<file path="src/pdasc_params.svh">
// Constants for the paged data address and stack check block
// Behaviour
// Paged write joins write page above EA
// Paged read joins read page above EA
// Pointer wrap never changes page registers
// Paged writes finish in one cycle
// Paged read one extra cycle; repeat rule
// Read-modify-write uses read page both ways
// Addresses below 8000h ignore page registers
// Nonzero page selects consecutive 32K region
// Window access with page zero traps
// Stack grows up: push post-increments, pop pre-decrements
// Call push zero-fills upper byte
// Exception push inserts status low byte
// Limit unreset, bit zero reads zero
// Push beyond limit traps, equal does not
// Stack address below 0800h traps
// Separate one-cycle traps, access suppressed
// Limit write not forwarded to compare
`ifndef PDASC_PARAMS_SVH
`define PDASC_PARAMS_SVH

// ----------------------------------------------------------------
// Register offsets
// ----------------------------------------------------------------
`define PDASC_OFF_RPAGE   4'h0
`define PDASC_OFF_WPAGE   4'h1
`define PDASC_OFF_LIMIT   4'h2
`define PDASC_OFF_SP      4'h3
`define PDASC_OFF_STATUS  4'h4
`define PDASC_OFF_CLEAR   4'h5
`define PDASC_OFF_ENABLE  4'h6

// ----------------------------------------------------------------
// Reset values and fields
// ----------------------------------------------------------------
`define PDASC_RST_RPAGE   10'h001
`define PDASC_RST_WPAGE   9'h001
`define PDASC_RST_SP      16'h0800
`define PDASC_RPAGE_PSV   9
`define PDASC_EA_WIN      15
`define PDASC_EVT_ADDR    0
`define PDASC_EVT_STACK   1

// ----------------------------------------------------------------
// Stack and timing
// ----------------------------------------------------------------
`define PDASC_SFR_TOP     16'h0800
`define PDASC_WORD_STEP   16'h0002
`define PDASC_EXTRA_RD    2'h1
`define PDASC_EXTRA_RPT   2'h2
`define PDASC_RPT_SLOW    2'h2

`endif

</file>
<file path="src/pdasc_pkg.sv">
// Types for the paged data address and stack check block
package pdasc_pkg;

  typedef enum logic [2:0] {
    OP_READ     = 3'h0,
    OP_WRITE    = 3'h1,
    OP_RMW_WB   = 3'h2,
    OP_PUSH     = 3'h3,
    OP_PUSH_CALL = 3'h4,
    OP_PUSH_EXC = 3'h5,
    OP_POP      = 3'h6
  } pdasc_op_t;

  typedef struct packed {
    logic      valid;
    pdasc_op_t op;
    logic      rpt;
    logic [15:0] ea;
    logic [15:0] wdata;
    logic [7:0]  pcUpper;
    logic [7:0]  statusLow;
  } pdasc_req_t;

  typedef struct packed {
    logic        rdEn;
    logic        wrEn;
    logic [23:0] addr;
    logic [15:0] wdata;
  } pdasc_mem_t;

  typedef enum logic [1:0] {
    ST_IDLE = 2'b00,
    ST_WAIT = 2'b01,
    ST_LAST = 2'b11
  } pdasc_state_t;

endpackage

</file>
<file path="src/pdasc_page_map.sv">
// Page window address extension for one page register
`timescale 1ns/100ps
`include "pdasc_params.svh"
module pdasc_page_map #(
  parameter int PAGE_W = 9,
  parameter int EA_W   = 16
) (
  // Effective address and page
  input  wire logic [EA_W-1:0]        ea,
  input  wire logic [PAGE_W-1:0]      page,
  // Mapped result
  output      logic [PAGE_W+EA_W-2:0] addr,
  output      logic                   invalid
);

  if (PAGE_W < 1 || EA_W < 2)
  begin : g_badWidth
    $error("pdasc_page_map: unsupported widths");
  end

  logic windowOn;

  assign windowOn = ea[EA_W-1];
  // Window: page above low bits; below: direct map
  assign addr = windowOn ? {page, ea[EA_W-2:0]} : {{(PAGE_W-1){1'b0}}, ea};
  // Page zero inside window is illegal
  assign invalid = windowOn && (page == '0);

endmodule

</file>
<file path="src/pdasc_top.sv">
// Paged data address generation and software stack checking
//
// The strobed register port and the register offsets were chosen for this implementation.
`timescale 1ns/100ps
`include "pdasc_params.svh"
module pdasc_top (
  // Clock and reset
  input  wire logic                clk_sys,
  input  wire logic                rstn,
  // Register port
  input  wire logic [3:0]          regAddr,
  input  wire logic [15:0]         regWdata,
  input  wire logic                regWr,
  input  wire logic                regRd,
  output      logic [15:0]         regRdata,
  // Execution unit request
  input  wire pdasc_pkg::pdasc_req_t req,
  output      logic                cpuStall,
  // Data memory side
  output      pdasc_pkg::pdasc_mem_t memOut,
  // Exception unit
  output      logic                addrErrTrap,
  output      logic                stackErrTrap,
  output      logic                irq
);

  // ----------------------------------------------------------------
  // Registers
  // ----------------------------------------------------------------
  logic [9:0]  rpage_ff;
  logic [8:0]  wpage_ff;
  logic [15:0] limit_ff;
  logic [15:0] sp_ff;
  logic [1:0]  status_ff;
  logic [1:0]  enable_ff;
  logic [15:0] regRdata_ff;
  logic        irq_ff;
  logic        addrTrap_ff;
  logic        stackTrap_ff;
  logic        stall_ff;
  logic [1:0]  rptCnt_ff;
  pdasc_pkg::pdasc_mem_t   mem_ff;
  pdasc_pkg::pdasc_state_t state_ff;
  pdasc_pkg::pdasc_state_t nxt_state;

  // ----------------------------------------------------------------
  // Page mapping
  // ----------------------------------------------------------------
  logic [23:0] rdAddr;
  logic [23:0] wrAddr;
  logic        rdInvalid;
  logic        wrInvalid;

  pdasc_page_map #(
    .PAGE_W (9),
    .EA_W   (16)
  ) u_rd_map (
    .ea      (req.ea),
    .page    (rpage_ff[8:0]),
    .addr    (rdAddr),
    .invalid (rdInvalid)
  );

  pdasc_page_map #(
    .PAGE_W (9),
    .EA_W   (16)
  ) u_wr_map (
    .ea      (req.ea),
    .page    (wpage_ff),
    .addr    (wrAddr),
    .invalid (wrInvalid)
  );

  // ----------------------------------------------------------------
  // Request decode
  // ----------------------------------------------------------------
  logic        taken;
  logic        isPush;
  logic        isPop;
  logic        isStack;
  logic        isRead;
  logic        useRdPage;
  logic        pagedRead;
  logic [15:0] spDec;
  logic [15:0] spInc;
  logic [15:0] stackAddr;
  logic [15:0] limitEff;
  logic        overflow;
  logic        underflow;
  logic        addrBad;
  logic        stackBad;
  logic        accessOk;
  logic [23:0] mapAddr;
  logic [15:0] pushData;
  logic [1:0]  extra;

  assign taken = req.valid && (state_ff == pdasc_pkg::ST_IDLE);

  always_comb
  begin
    isPush    = (req.op == pdasc_pkg::OP_PUSH) || (req.op == pdasc_pkg::OP_PUSH_CALL)
             || (req.op == pdasc_pkg::OP_PUSH_EXC);
    isPop     = (req.op == pdasc_pkg::OP_POP);
    isStack   = isPush || isPop;
    isRead    = (req.op == pdasc_pkg::OP_READ) || isPop;
    // Write-back of read-modify-write reuses read page
    useRdPage = (req.op == pdasc_pkg::OP_READ) || (req.op == pdasc_pkg::OP_RMW_WB);
    pagedRead = (req.op == pdasc_pkg::OP_READ) && req.ea[`PDASC_EA_WIN];
    // Pop pre-decrements, push uses pointer as is
    spDec     = sp_ff - `PDASC_WORD_STEP;
    spInc     = sp_ff + `PDASC_WORD_STEP;
    stackAddr = isPop ? spDec : sp_ff;
    // Limit bit zero always acts as zero; no bypass of a fresh write
    limitEff  = {limit_ff[15:1], 1'b0};
    // Push at limit passes, one beyond traps
    overflow  = isPush && (sp_ff > limitEff);
    underflow = isStack && (stackAddr < `PDASC_SFR_TOP);
    stackBad  = overflow || underflow;
    if (isStack)
      addrBad = 1'b0;
    else if (useRdPage)
      addrBad = rdInvalid || (req.ea[`PDASC_EA_WIN] && rpage_ff[`PDASC_RPAGE_PSV]);
    else
      addrBad = wrInvalid;
    accessOk  = !addrBad && !stackBad;
    if (isStack)
      mapAddr = {8'h00, stackAddr};
    else if (useRdPage)
      mapAddr = rdAddr;
    else
      mapAddr = wrAddr;
    unique case (req.op)
      pdasc_pkg::OP_PUSH_CALL: pushData = {8'h00, req.pcUpper};
      pdasc_pkg::OP_PUSH_EXC:  pushData = {req.statusLow, req.pcUpper};
      default:                 pushData = req.wdata;
    endcase
    // Read wait: one extra, or repeat pattern
    if (!req.rpt)
      extra = `PDASC_EXTRA_RD;
    else if (rptCnt_ff < `PDASC_RPT_SLOW)
      extra = `PDASC_EXTRA_RPT;
    else
      extra = 2'h0;
  end

  // ----------------------------------------------------------------
  // Read wait sequencer
  // ----------------------------------------------------------------
  always_comb
  begin
    nxt_state = state_ff;
    unique case (state_ff)
      pdasc_pkg::ST_IDLE:
      begin
        if (taken && pagedRead && accessOk)
        begin
          if (extra == `PDASC_EXTRA_RPT)
            nxt_state = pdasc_pkg::ST_WAIT;
          else if (extra == `PDASC_EXTRA_RD)
            nxt_state = pdasc_pkg::ST_LAST;
        end
      end
      pdasc_pkg::ST_WAIT: nxt_state = pdasc_pkg::ST_LAST;
      pdasc_pkg::ST_LAST: nxt_state = pdasc_pkg::ST_IDLE;
      default:            nxt_state = pdasc_pkg::ST_IDLE;
    endcase
  end

  always_ff @(posedge clk_sys)
  begin
    if (!rstn)
    begin
      state_ff <= pdasc_pkg::ST_IDLE;
      stall_ff <= 1'b0;
    end
    else
    begin
      state_ff <= nxt_state;
      // Writes never stall
      stall_ff <= (nxt_state != pdasc_pkg::ST_IDLE);
    end
  end

  always_ff @(posedge clk_sys)
  begin
    if (!rstn)
      rptCnt_ff <= 2'h0;
    else if (taken && !req.rpt)
      rptCnt_ff <= 2'h0;
    else if (taken && pagedRead && accessOk && rptCnt_ff < `PDASC_RPT_SLOW)
      rptCnt_ff <= rptCnt_ff + 2'h1;
  end

  // ----------------------------------------------------------------
  // Memory access and traps
  // ----------------------------------------------------------------
  always_ff @(posedge clk_sys)
  begin
    if (!rstn)
      mem_ff <= '0;
    else
    begin
      // Offending access is dropped
      mem_ff.rdEn <= taken && isRead && accessOk;
      mem_ff.wrEn <= taken && !isRead && accessOk;
      if (taken)
      begin
        mem_ff.addr  <= mapAddr;
        mem_ff.wdata <= pushData;
      end
    end
  end

  always_ff @(posedge clk_sys)
  begin
    if (!rstn)
    begin
      addrTrap_ff  <= 1'b0;
      stackTrap_ff <= 1'b0;
    end
    else
    begin
      addrTrap_ff  <= taken && addrBad;
      stackTrap_ff <= taken && stackBad;
    end
  end

  // ----------------------------------------------------------------
  // Stack pointer and page registers
  // ----------------------------------------------------------------
  always_ff @(posedge clk_sys)
  begin
    if (!rstn)
      sp_ff <= `PDASC_RST_SP;
    else if (regWr && regAddr == `PDASC_OFF_SP)
      sp_ff <= {regWdata[15:1], 1'b0};
    else if (taken && accessOk && isPush)
      sp_ff <= spInc;
    else if (taken && accessOk && isPop)
      sp_ff <= spDec;
  end

  // No reset: limit starts undefined
  always_ff @(posedge clk_sys)
  begin
    if (regWr && regAddr == `PDASC_OFF_LIMIT)
      limit_ff <= {regWdata[15:1], 1'b0};
  end

  // Only software moves pages, never pointer wrap
  always_ff @(posedge clk_sys)
  begin
    if (!rstn)
    begin
      rpage_ff <= `PDASC_RST_RPAGE;
      wpage_ff <= `PDASC_RST_WPAGE;
    end
    else if (regWr)
    begin
      if (regAddr == `PDASC_OFF_RPAGE)
        rpage_ff <= regWdata[9:0];
      if (regAddr == `PDASC_OFF_WPAGE)
        wpage_ff <= regWdata[8:0];
    end
  end

  // ----------------------------------------------------------------
  // Interrupt status
  // ----------------------------------------------------------------
  logic [1:0] events;
  logic [1:0] clearBits;
  logic [1:0] nxt_status;

  always_comb
  begin
    events = 2'h0;
    events[`PDASC_EVT_ADDR]  = taken && addrBad;
    events[`PDASC_EVT_STACK] = taken && stackBad;
    clearBits  = (regWr && regAddr == `PDASC_OFF_CLEAR) ? regWdata[1:0] : 2'h0;
    // Set beats a simultaneous clear
    nxt_status = (status_ff & ~clearBits) | events;
  end

  always_ff @(posedge clk_sys)
  begin
    if (!rstn)
    begin
      status_ff <= 2'h0;
      enable_ff <= 2'h0;
      irq_ff    <= 1'b0;
    end
    else
    begin
      status_ff <= nxt_status;
      if (regWr && regAddr == `PDASC_OFF_ENABLE)
        enable_ff <= regWdata[1:0];
      irq_ff <= |(status_ff & enable_ff);
    end
  end

  // ----------------------------------------------------------------
  // Register read port
  // ----------------------------------------------------------------
  always_ff @(posedge clk_sys)
  begin
    if (!rstn)
      regRdata_ff <= 16'h0000;
    else if (regRd)
    begin
      unique case (regAddr)
        `PDASC_OFF_RPAGE:  regRdata_ff <= {6'h00, rpage_ff};
        `PDASC_OFF_WPAGE:  regRdata_ff <= {7'h00, wpage_ff};
        `PDASC_OFF_LIMIT:  regRdata_ff <= limitEff;
        `PDASC_OFF_SP:     regRdata_ff <= sp_ff;
        `PDASC_OFF_STATUS: regRdata_ff <= {14'h0000, status_ff};
        `PDASC_OFF_ENABLE: regRdata_ff <= {14'h0000, enable_ff};
        default:           regRdata_ff <= 16'h0000;
      endcase
    end
    else
      regRdata_ff <= 16'h0000;
  end

  // ----------------------------------------------------------------
  // Outputs
  // ----------------------------------------------------------------
  assign regRdata     = regRdata_ff;
  assign cpuStall     = stall_ff;
  assign memOut       = mem_ff;
  assign addrErrTrap  = addrTrap_ff;
  assign stackErrTrap = stackTrap_ff;
  assign irq          = irq_ff;

endmodule

</file>
<file path="config.mk">
export PLATFORM = sky130hd
export DESIGN_NAME = pdasc_top
export DESIGN_NICKNAME = d
export VERILOG_FILES = /design/src/pdasc_pkg.sv /design/src/pdasc_page_map.sv /design/src/pdasc_top.sv
export VERILOG_INCLUDE_DIRS = /design/src
export SDC_FILE = /design/constraint.sdc
export NUM_CORES = 1
export LEC_CHECK = 0
export ABC_AREA = 1
export BUFFER_PORTS_ARGS = -buffer_cell sky130_fd_sc_hd__buf_2
export CORE_MARGIN = 2
export CORE_UTILIZATION = 50
export CTS_CLUSTER_SIZE = 20
export DETAILED_ROUTE_END_ITERATION = 7
export GPL_ROUTABILITY_DRIVEN = 0
export PLACE_DENSITY = 0.84
export SYNTH_ARGS = -nofsm -noshare
export SYNTH_HDL_FRONTEND = slang
export SYNTH_SLANG_ARGS = --single-unit
</file>
<file path="constraint.sdc">
create_clock -name clk_sys -period 3.1 [get_ports clk_sys]
set_clock_uncertainty 0.2 [all_clocks]
set_input_delay 0.31 -clock clk_sys [delete_from_list [all_inputs] [get_ports clk_sys]]
set_output_delay 0.31 -clock clk_sys [all_outputs]
set_load 0.02 [all_outputs]
</file>
# After elaboration in Yosys (flattened, before gate mapping)
# Index checks and enable logic that the tools add are counted.
# Widths: inputs -> output; s select.
[totals]
ff_bits = 120
latchBits = 0
mem_bits_rw = 0
romBits = 0
output_inout_bits = 62
wordCells = 112
mem_count = 0
[op_classes]
addsub = 3
mul = 0
div = 0
magnitude_cmp = 3
n_eq_ne = 14
shift = 0
muxes = 19
bitwise = 5
reduce_logical = 50
[ops]
columns = ["op", "count"]
rows = [
  ["$mux 24", 4],
  ["$pmux 16 s6", 1],
  ["$mux 16", 4],
  ["$pmux 16 s2", 1],
  ["$logic_and 1x1->1", 25],
  ["$logic_not 9->1", 2],
  ["$add 16x2->16 const B", 1],
  ["$gt 16x16->1", 1],
  ["$lt 16x12->1 const B", 1],
  ["$sub 16x2->16 const B", 1],
  ["$eq 4x3->1 const B", 3],
  ["$mux 2", 6],
  ["$eq 3x3->1 const B", 3],
  ["$eq 4x2->1 const B", 2],
  ["$logic_or 1x1->1", 7],
  ["$eq 3x2->1 const B", 2],
  ["$reduce_and 2->1", 3],
  ["$reduce_or 2->1", 3],
  ["$and 2x2->2", 2],
  ["$eq 2x1->1 const B", 2],
  ["$eq 4x1->1 const B", 1],
  ["$logic_not 1->1", 4],
  ["$logic_not 4->1", 1],
  ["$pmux 2 s2", 1],
  ["11 further kinds", 13],
]

# Depth between registers and ports, before layout
[depth]
ltp_word = 13
ltp_mapped = 17
ltp_nobuf = 17

# Cells and area by module
# Synthesis repeated with hierarchy kept, for this count alone.
[hier_totals]
cells_unflattened = 998
area_unflattened_um2 = 7193.1
[by_module_without_submodules]
columns = ["mod", "instances", "cells_per_inst", "area_per_inst_um2", "seq_area_each_um2"]
rows = [
  ["pdasc_top", 1, 912, 6695.2, 2532.4],
  ["pdasc_page_map", 2, 43, 249.0, 0.0],
]

# Worst setup path before layout
# Ideal clock, no wire load.
[synth_timing]
kind = "reg2reg"
startpoint = "reg limit_ff[5]"
endpoint = "reg sp_ff[3]"
t_arrival_ns = 1.925
required_time_ns = 2.768
setup_slack_ns = 0.842
path_stages_with_launch = 16
n_path_buf = 1
path_cell_list = "edfxtp_1 -> inv_1 -> ha_1 -> a21oi_1 -> nor2_1 -> nor2_1 -> nand3_1 -> nand2_1 -> nand2_1 -> nand2_1 -> inv_1 -> nor3_4 -> buf_4 -> nand3_1 -> nand3_1 -> a21oi_1"
[synth_between]
elab_chain_len = 9
word_cells_on_any_way = 11
classes_between = "order compare (1); mux (2); reduce/logical (8)"
[synth_rtl]
columns = ["item", "line", "rtl"]
rows = [
  ["start: declaration", "pdasc_top.sv:32", "logic [15:0] limit_ff;"],
  ["start signal: assignment", "pdasc_top.sv:247", "limit_ff <= {regWdata[15:1], 1'b0};"],
  ["$gt 16x16->1 *", "pdasc_top.sv:116", "overflow = isPush && (sp_ff > limitEff);"],
  ["$logic_and 1x1->1 *", "pdasc_top.sv:116", ""],
  ["$logic_or 1x1->1 *", "pdasc_top.sv:118", "stackBad = overflow || underflow;"],
  ["$logic_not 1->1 *", "pdasc_top.sv:125", "accessOk = !addrBad && !stackBad;"],
  ["$logic_and 1x1->1 *", "pdasc_top.sv:125", ""],
  ["$logic_and 1x1->1 *", "pdasc_top.sv:237, pdasc_top.sv:239", ""],
  ["$logic_and 1x1->1", "pdasc_top.sv:237", "else if (taken && accessOk && isPush)"],
  ["$mux 16", "pdasc_top.sv:237", ""],
  ["$mux 16", "pdasc_top.sv:235", "else if (regWr && regAddr == `PDASC_OFF_SP)"],
  ["end signal: assignment", "pdasc_top.sv:236", "sp_ff <= {regWdata[15:1], 1'b0};"],
  ["end signal: assignment", "pdasc_top.sv:238", "sp_ff <= spInc;"],
  ["end signal: assignment", "pdasc_top.sv:240", "sp_ff <= spDec;"],
  ["end: declaration", "pdasc_top.sv:33", "logic [15:0] sp_ff;"],
]
# Mark *: on every way between the ends. The rest lies on a longest branch, timed or not.
# A chain may end at the register's enable or synchronous reset.

# Final worst setup path
[layout_timing]
startpoint = "reg sp_ff[1]"
endpoint = "reg sp_ff[11]"
[layout_between]
elab_chain_len = 11
word_cells_on_any_way = 17
classes_between = "add/sub (2); order compare (2); mux (4); reduce/logical (9)"
[layout_rtl]
columns = ["item", "line", "rtl"]
rows = [
  ["start signal: assignment", "pdasc_top.sv:234", "sp_ff <= `PDASC_RST_SP;"],
  ["start signal: assignment", "pdasc_top.sv:236", ""],
  ["start signal: assignment", "pdasc_top.sv:238", ""],
  ["$sub 16x2->16 (no line)", "n/a", ""],
  ["$mux 16", "pdasc_top.sv:112", "stackAddr = isPop ? spDec : sp_ff;"],
  ["$lt 16x12->1 (no line)", "n/a", ""],
  ["$logic_and 1x1->1", "pdasc_top.sv:117", "underflow = isStack && (stackAddr < `PDASC_SFR_TOP);"],
  ["$logic_or 1x1->1", "pdasc_top.sv:118", ""],
  ["$logic_not 1->1", "pdasc_top.sv:125", ""],
  ["$logic_and 1x1->1", "pdasc_top.sv:125", ""],
  ["$logic_and 1x1->1", "pdasc_top.sv:237, pdasc_top.sv:239", ""],
  ["$logic_and 1x1->1", "pdasc_top.sv:237", ""],
  ["$mux 16", "pdasc_top.sv:237", ""],
  ["$mux 16", "pdasc_top.sv:235", ""],
]
# Several ways; a longest one is shown, not always the timed one. The select of a mux whose other input is x is not followed.

==> summary.txt <==
Die X = 117 µm
crit-path max FO = 9
Total Routed Length = 20.7 mm
Area after DPL = 0.00722 mm²
Max Freq = 356 MHz
design area = 0.00843 mm²
final hold vios = 0
sequential area share after synthesis = 0.397
gr ovfl total = 0
Logic pwr share = 0.194
worst min path class = in -> reg
Worst-Skew Late Latency = 0.43 ns
Worst Max-Slew Pin Slew = 0.957 ns
Reg power frac = 0.354
average cell area after synthesis = 7.25 µm²
Design Power = 4800 µW
average vias per placed instance = 5.62
I/O pins = 139
total track usage = 0.303
top_reg_cell synth = dfxtp_1
Num CTS Buffers = 17
Clk pwr share = 0.452
Pre-Repair DR Iteration Count = 6
Die H = 117 µm
sw frac = 0.288
DRC Markers = 0
max-slew violations = 0
largest net degree at the start of global routing = 41
layout cells sized above 1 = 0.214
setup TNS = 0 ns
commonest non-fill, non-tap cell in the layout = nand2_1
fin cells = 1,255
Synth Warn # = 0
Rel. slew slack = 0.357
Initial Utilization = 0.510
CTS max path bufs = 2
final worst path period need = 2.81 ns
Cells after Synth = 880
type of origin of the critical path = flop
routed vias = 7,057
num rows = 41
pwr dens = 569 mW/mm²
htree depth = 4
WL per Instance = 16.5 µm
Post-DRT Antenna Nets = 0
vias in the first global route = 6,704
Iter 0 DRT Violations = 727
antenna violations before repair = 0
synthesized cell area = 0.00638 mm²
unrepaired setup endpoints after global routing = no
number of enable flip-flop cells after synthesis = 15
IO Port Bufs = 138
root buffer cell = clkbuf_16
setup violation total in the final timing report = 0
fin nets = 1,164
Antenna diodes = 0
CP endpoint kind = flop
Die ar. = 0.0137 mm²
Worst Path Required = 3.19 ns
Crit Path Category = reg -> reg
asr flop ratio synth = 0
Leak = 0.00381 µW
Final period util = 0.905
cts repair resizes = 0
dpl cells = 1,167
wire length of the first global-routing pass = 32.1 mm
max-cap violations = 0
syn nets = 974
Core Region = 0.0125 mm²
Area Growth Syn to Fin = 32.2%
clock-pin slew on the worst setup and hold paths = 0.06 ns
register bit count reported by yosys = 119
CTS tree = built
outcome = finished clean
Placement Setup Slack = 0.255 ns
VDD IR max = 0.425 mV
clk sinks = 119
synth unique cells = 47
Int Pwr = 3420 µW
commonest non-fill, non-tap cells in the layout = nand2_1 (166), buf_2 (138), a21oi_1 (114)
Worst EP arrival = 2.89 ns
Post-DP HPWL = 13.4 mm
setup ws final = 0.294 ns
Psw = 1380 µW
==> metrics by stage <==
stage                     hold WS (ns)   util
after CTS                      0.00159  0.671
final                          0.00840  0.674
after floorplan                  0.209      -
after detailed placement         0.256  0.577
after global placement           0.251  0.577
after global routing            0.0380  0.674
==> worst max-delay path, stage by stage, from the launching register on <==
cell	delay, ns
dfxtp_1	0.39
inv_1	0.16
ha_1	0.25
nand2_4	0.10
nor2_4	0.18
nand2_1	0.07
nand2_1	0.07
nand3_1	0.06
nand2_1	0.12
nand2_1	0.08
nor2_2	0.12
nand2_2	0.10
nand4_4	0.13
buf_4	0.19
nand2_1	0.06
inv_1	0.20
nor2_1	0.07
nand2_1	0.06
nand3_1	0.06
==> metal layers <==
layer  vias to the layer above  GRT usage  wire length, µm
li1                       3316          -                -
met1                      3253      0.373             8180
met2                       409      0.497            10100
met3                        79     0.0762             1700
met4                         0      0.148              798
met5                         -          0                0
==> timing repair <==
| action | CTS | global route |
|---|---|---|
| hold buffers | 53 | 0 |
| endpoints found under the setup margin | 0 | 7 |
| setup buffers | 0 | 3 |
| endpoints found under the hold margin | 42 | 0 |
==> path summary, 6_finish.rpt <==
| kind | start | to | slack [ns] | depth (start not counted) |
|---|---|---|---|---|
| min | req[27] | memOut[11] | 0.008 | 3 |
| max | sp_ff[1] | sp_ff[11] | 0.29 | 18 |
| max reg2reg | sp_ff[1] | sp_ff[11] | 0.29 | 18 |
| min reg2reg | memOut[38] | memOut[38] | 0.26 | 2 |
==> cell type report <==
| class | count | area [µm²] |
|---|---|---|
| Multi-Input combinational cell | 614 | 3230 |
| Sequential cell | 119 | 2530 |
| Clock inverter | 10 | 161 |
| Inverter | 102 | 388 |
| Tap cell | 172 | 215 |
| Timing Repair Buffer | 216 | 1420 |
| Fill cell | 1040 | 4090 |
| Clock buffer | 22 | 485 |
==> cell usage after synthesis, types with 8 or more instances <==
cell type	count	area [µm²]
a21oi_1	114	571
buf_2	8	40.0
clkbuf_1	27	101
dfxtp_1	104	2080
edfxtp_1	15	450
ha_1	17	213
inv_1	94	353
nand2_1	166	623
nand3_1	72	360
nor2_1	71	267
nor2_2	11	68.8
o211ai_1	8	60.1
o21ai_0	64	320
o22ai_1	8	50.1
xor2_1	19	166
==> cell families after synthesis <==
group,share of synthesized area
AO/OA/AOI/OAI,0.186
XOR/XNOR,0.0288
adder cells (fa/ha/maj),0.0333
flip-flops,0.397
buffers and inverters,0.0971
AND/OR/NAND/NOR,0.258
==> registers in the layout (all words and copies together) (netlist names) <==
name and cells:
memOut 42, regRdata 16, limit_ff 15, sp_ff 15
rpage_ff 10, wpage_ff 9, enable_ff 2, rptCnt_ff 2
state_ff 2, status_ff 2, addrErrTrap 1, cpuStall 1
irq 1, stackErrTrap 1
==> power groups by stage <==
| stage | Sequential [µW] | Clock [µW] | Combinational, µW |
|---|---|---|---|
| final | 1700 | 2170 | 932 |
| after detailed placement | 1730 | 0 | 816 |
| after global routing | 1710 | 2250 | 1010 |
| after global placement | 1720 | 0 | 804 |
| after CTS | 1690 | 2170 | 887 |
| after floorplan | 1750 | 0 | 543 |
Note: power is estimated with default switching activity, not from simulation.
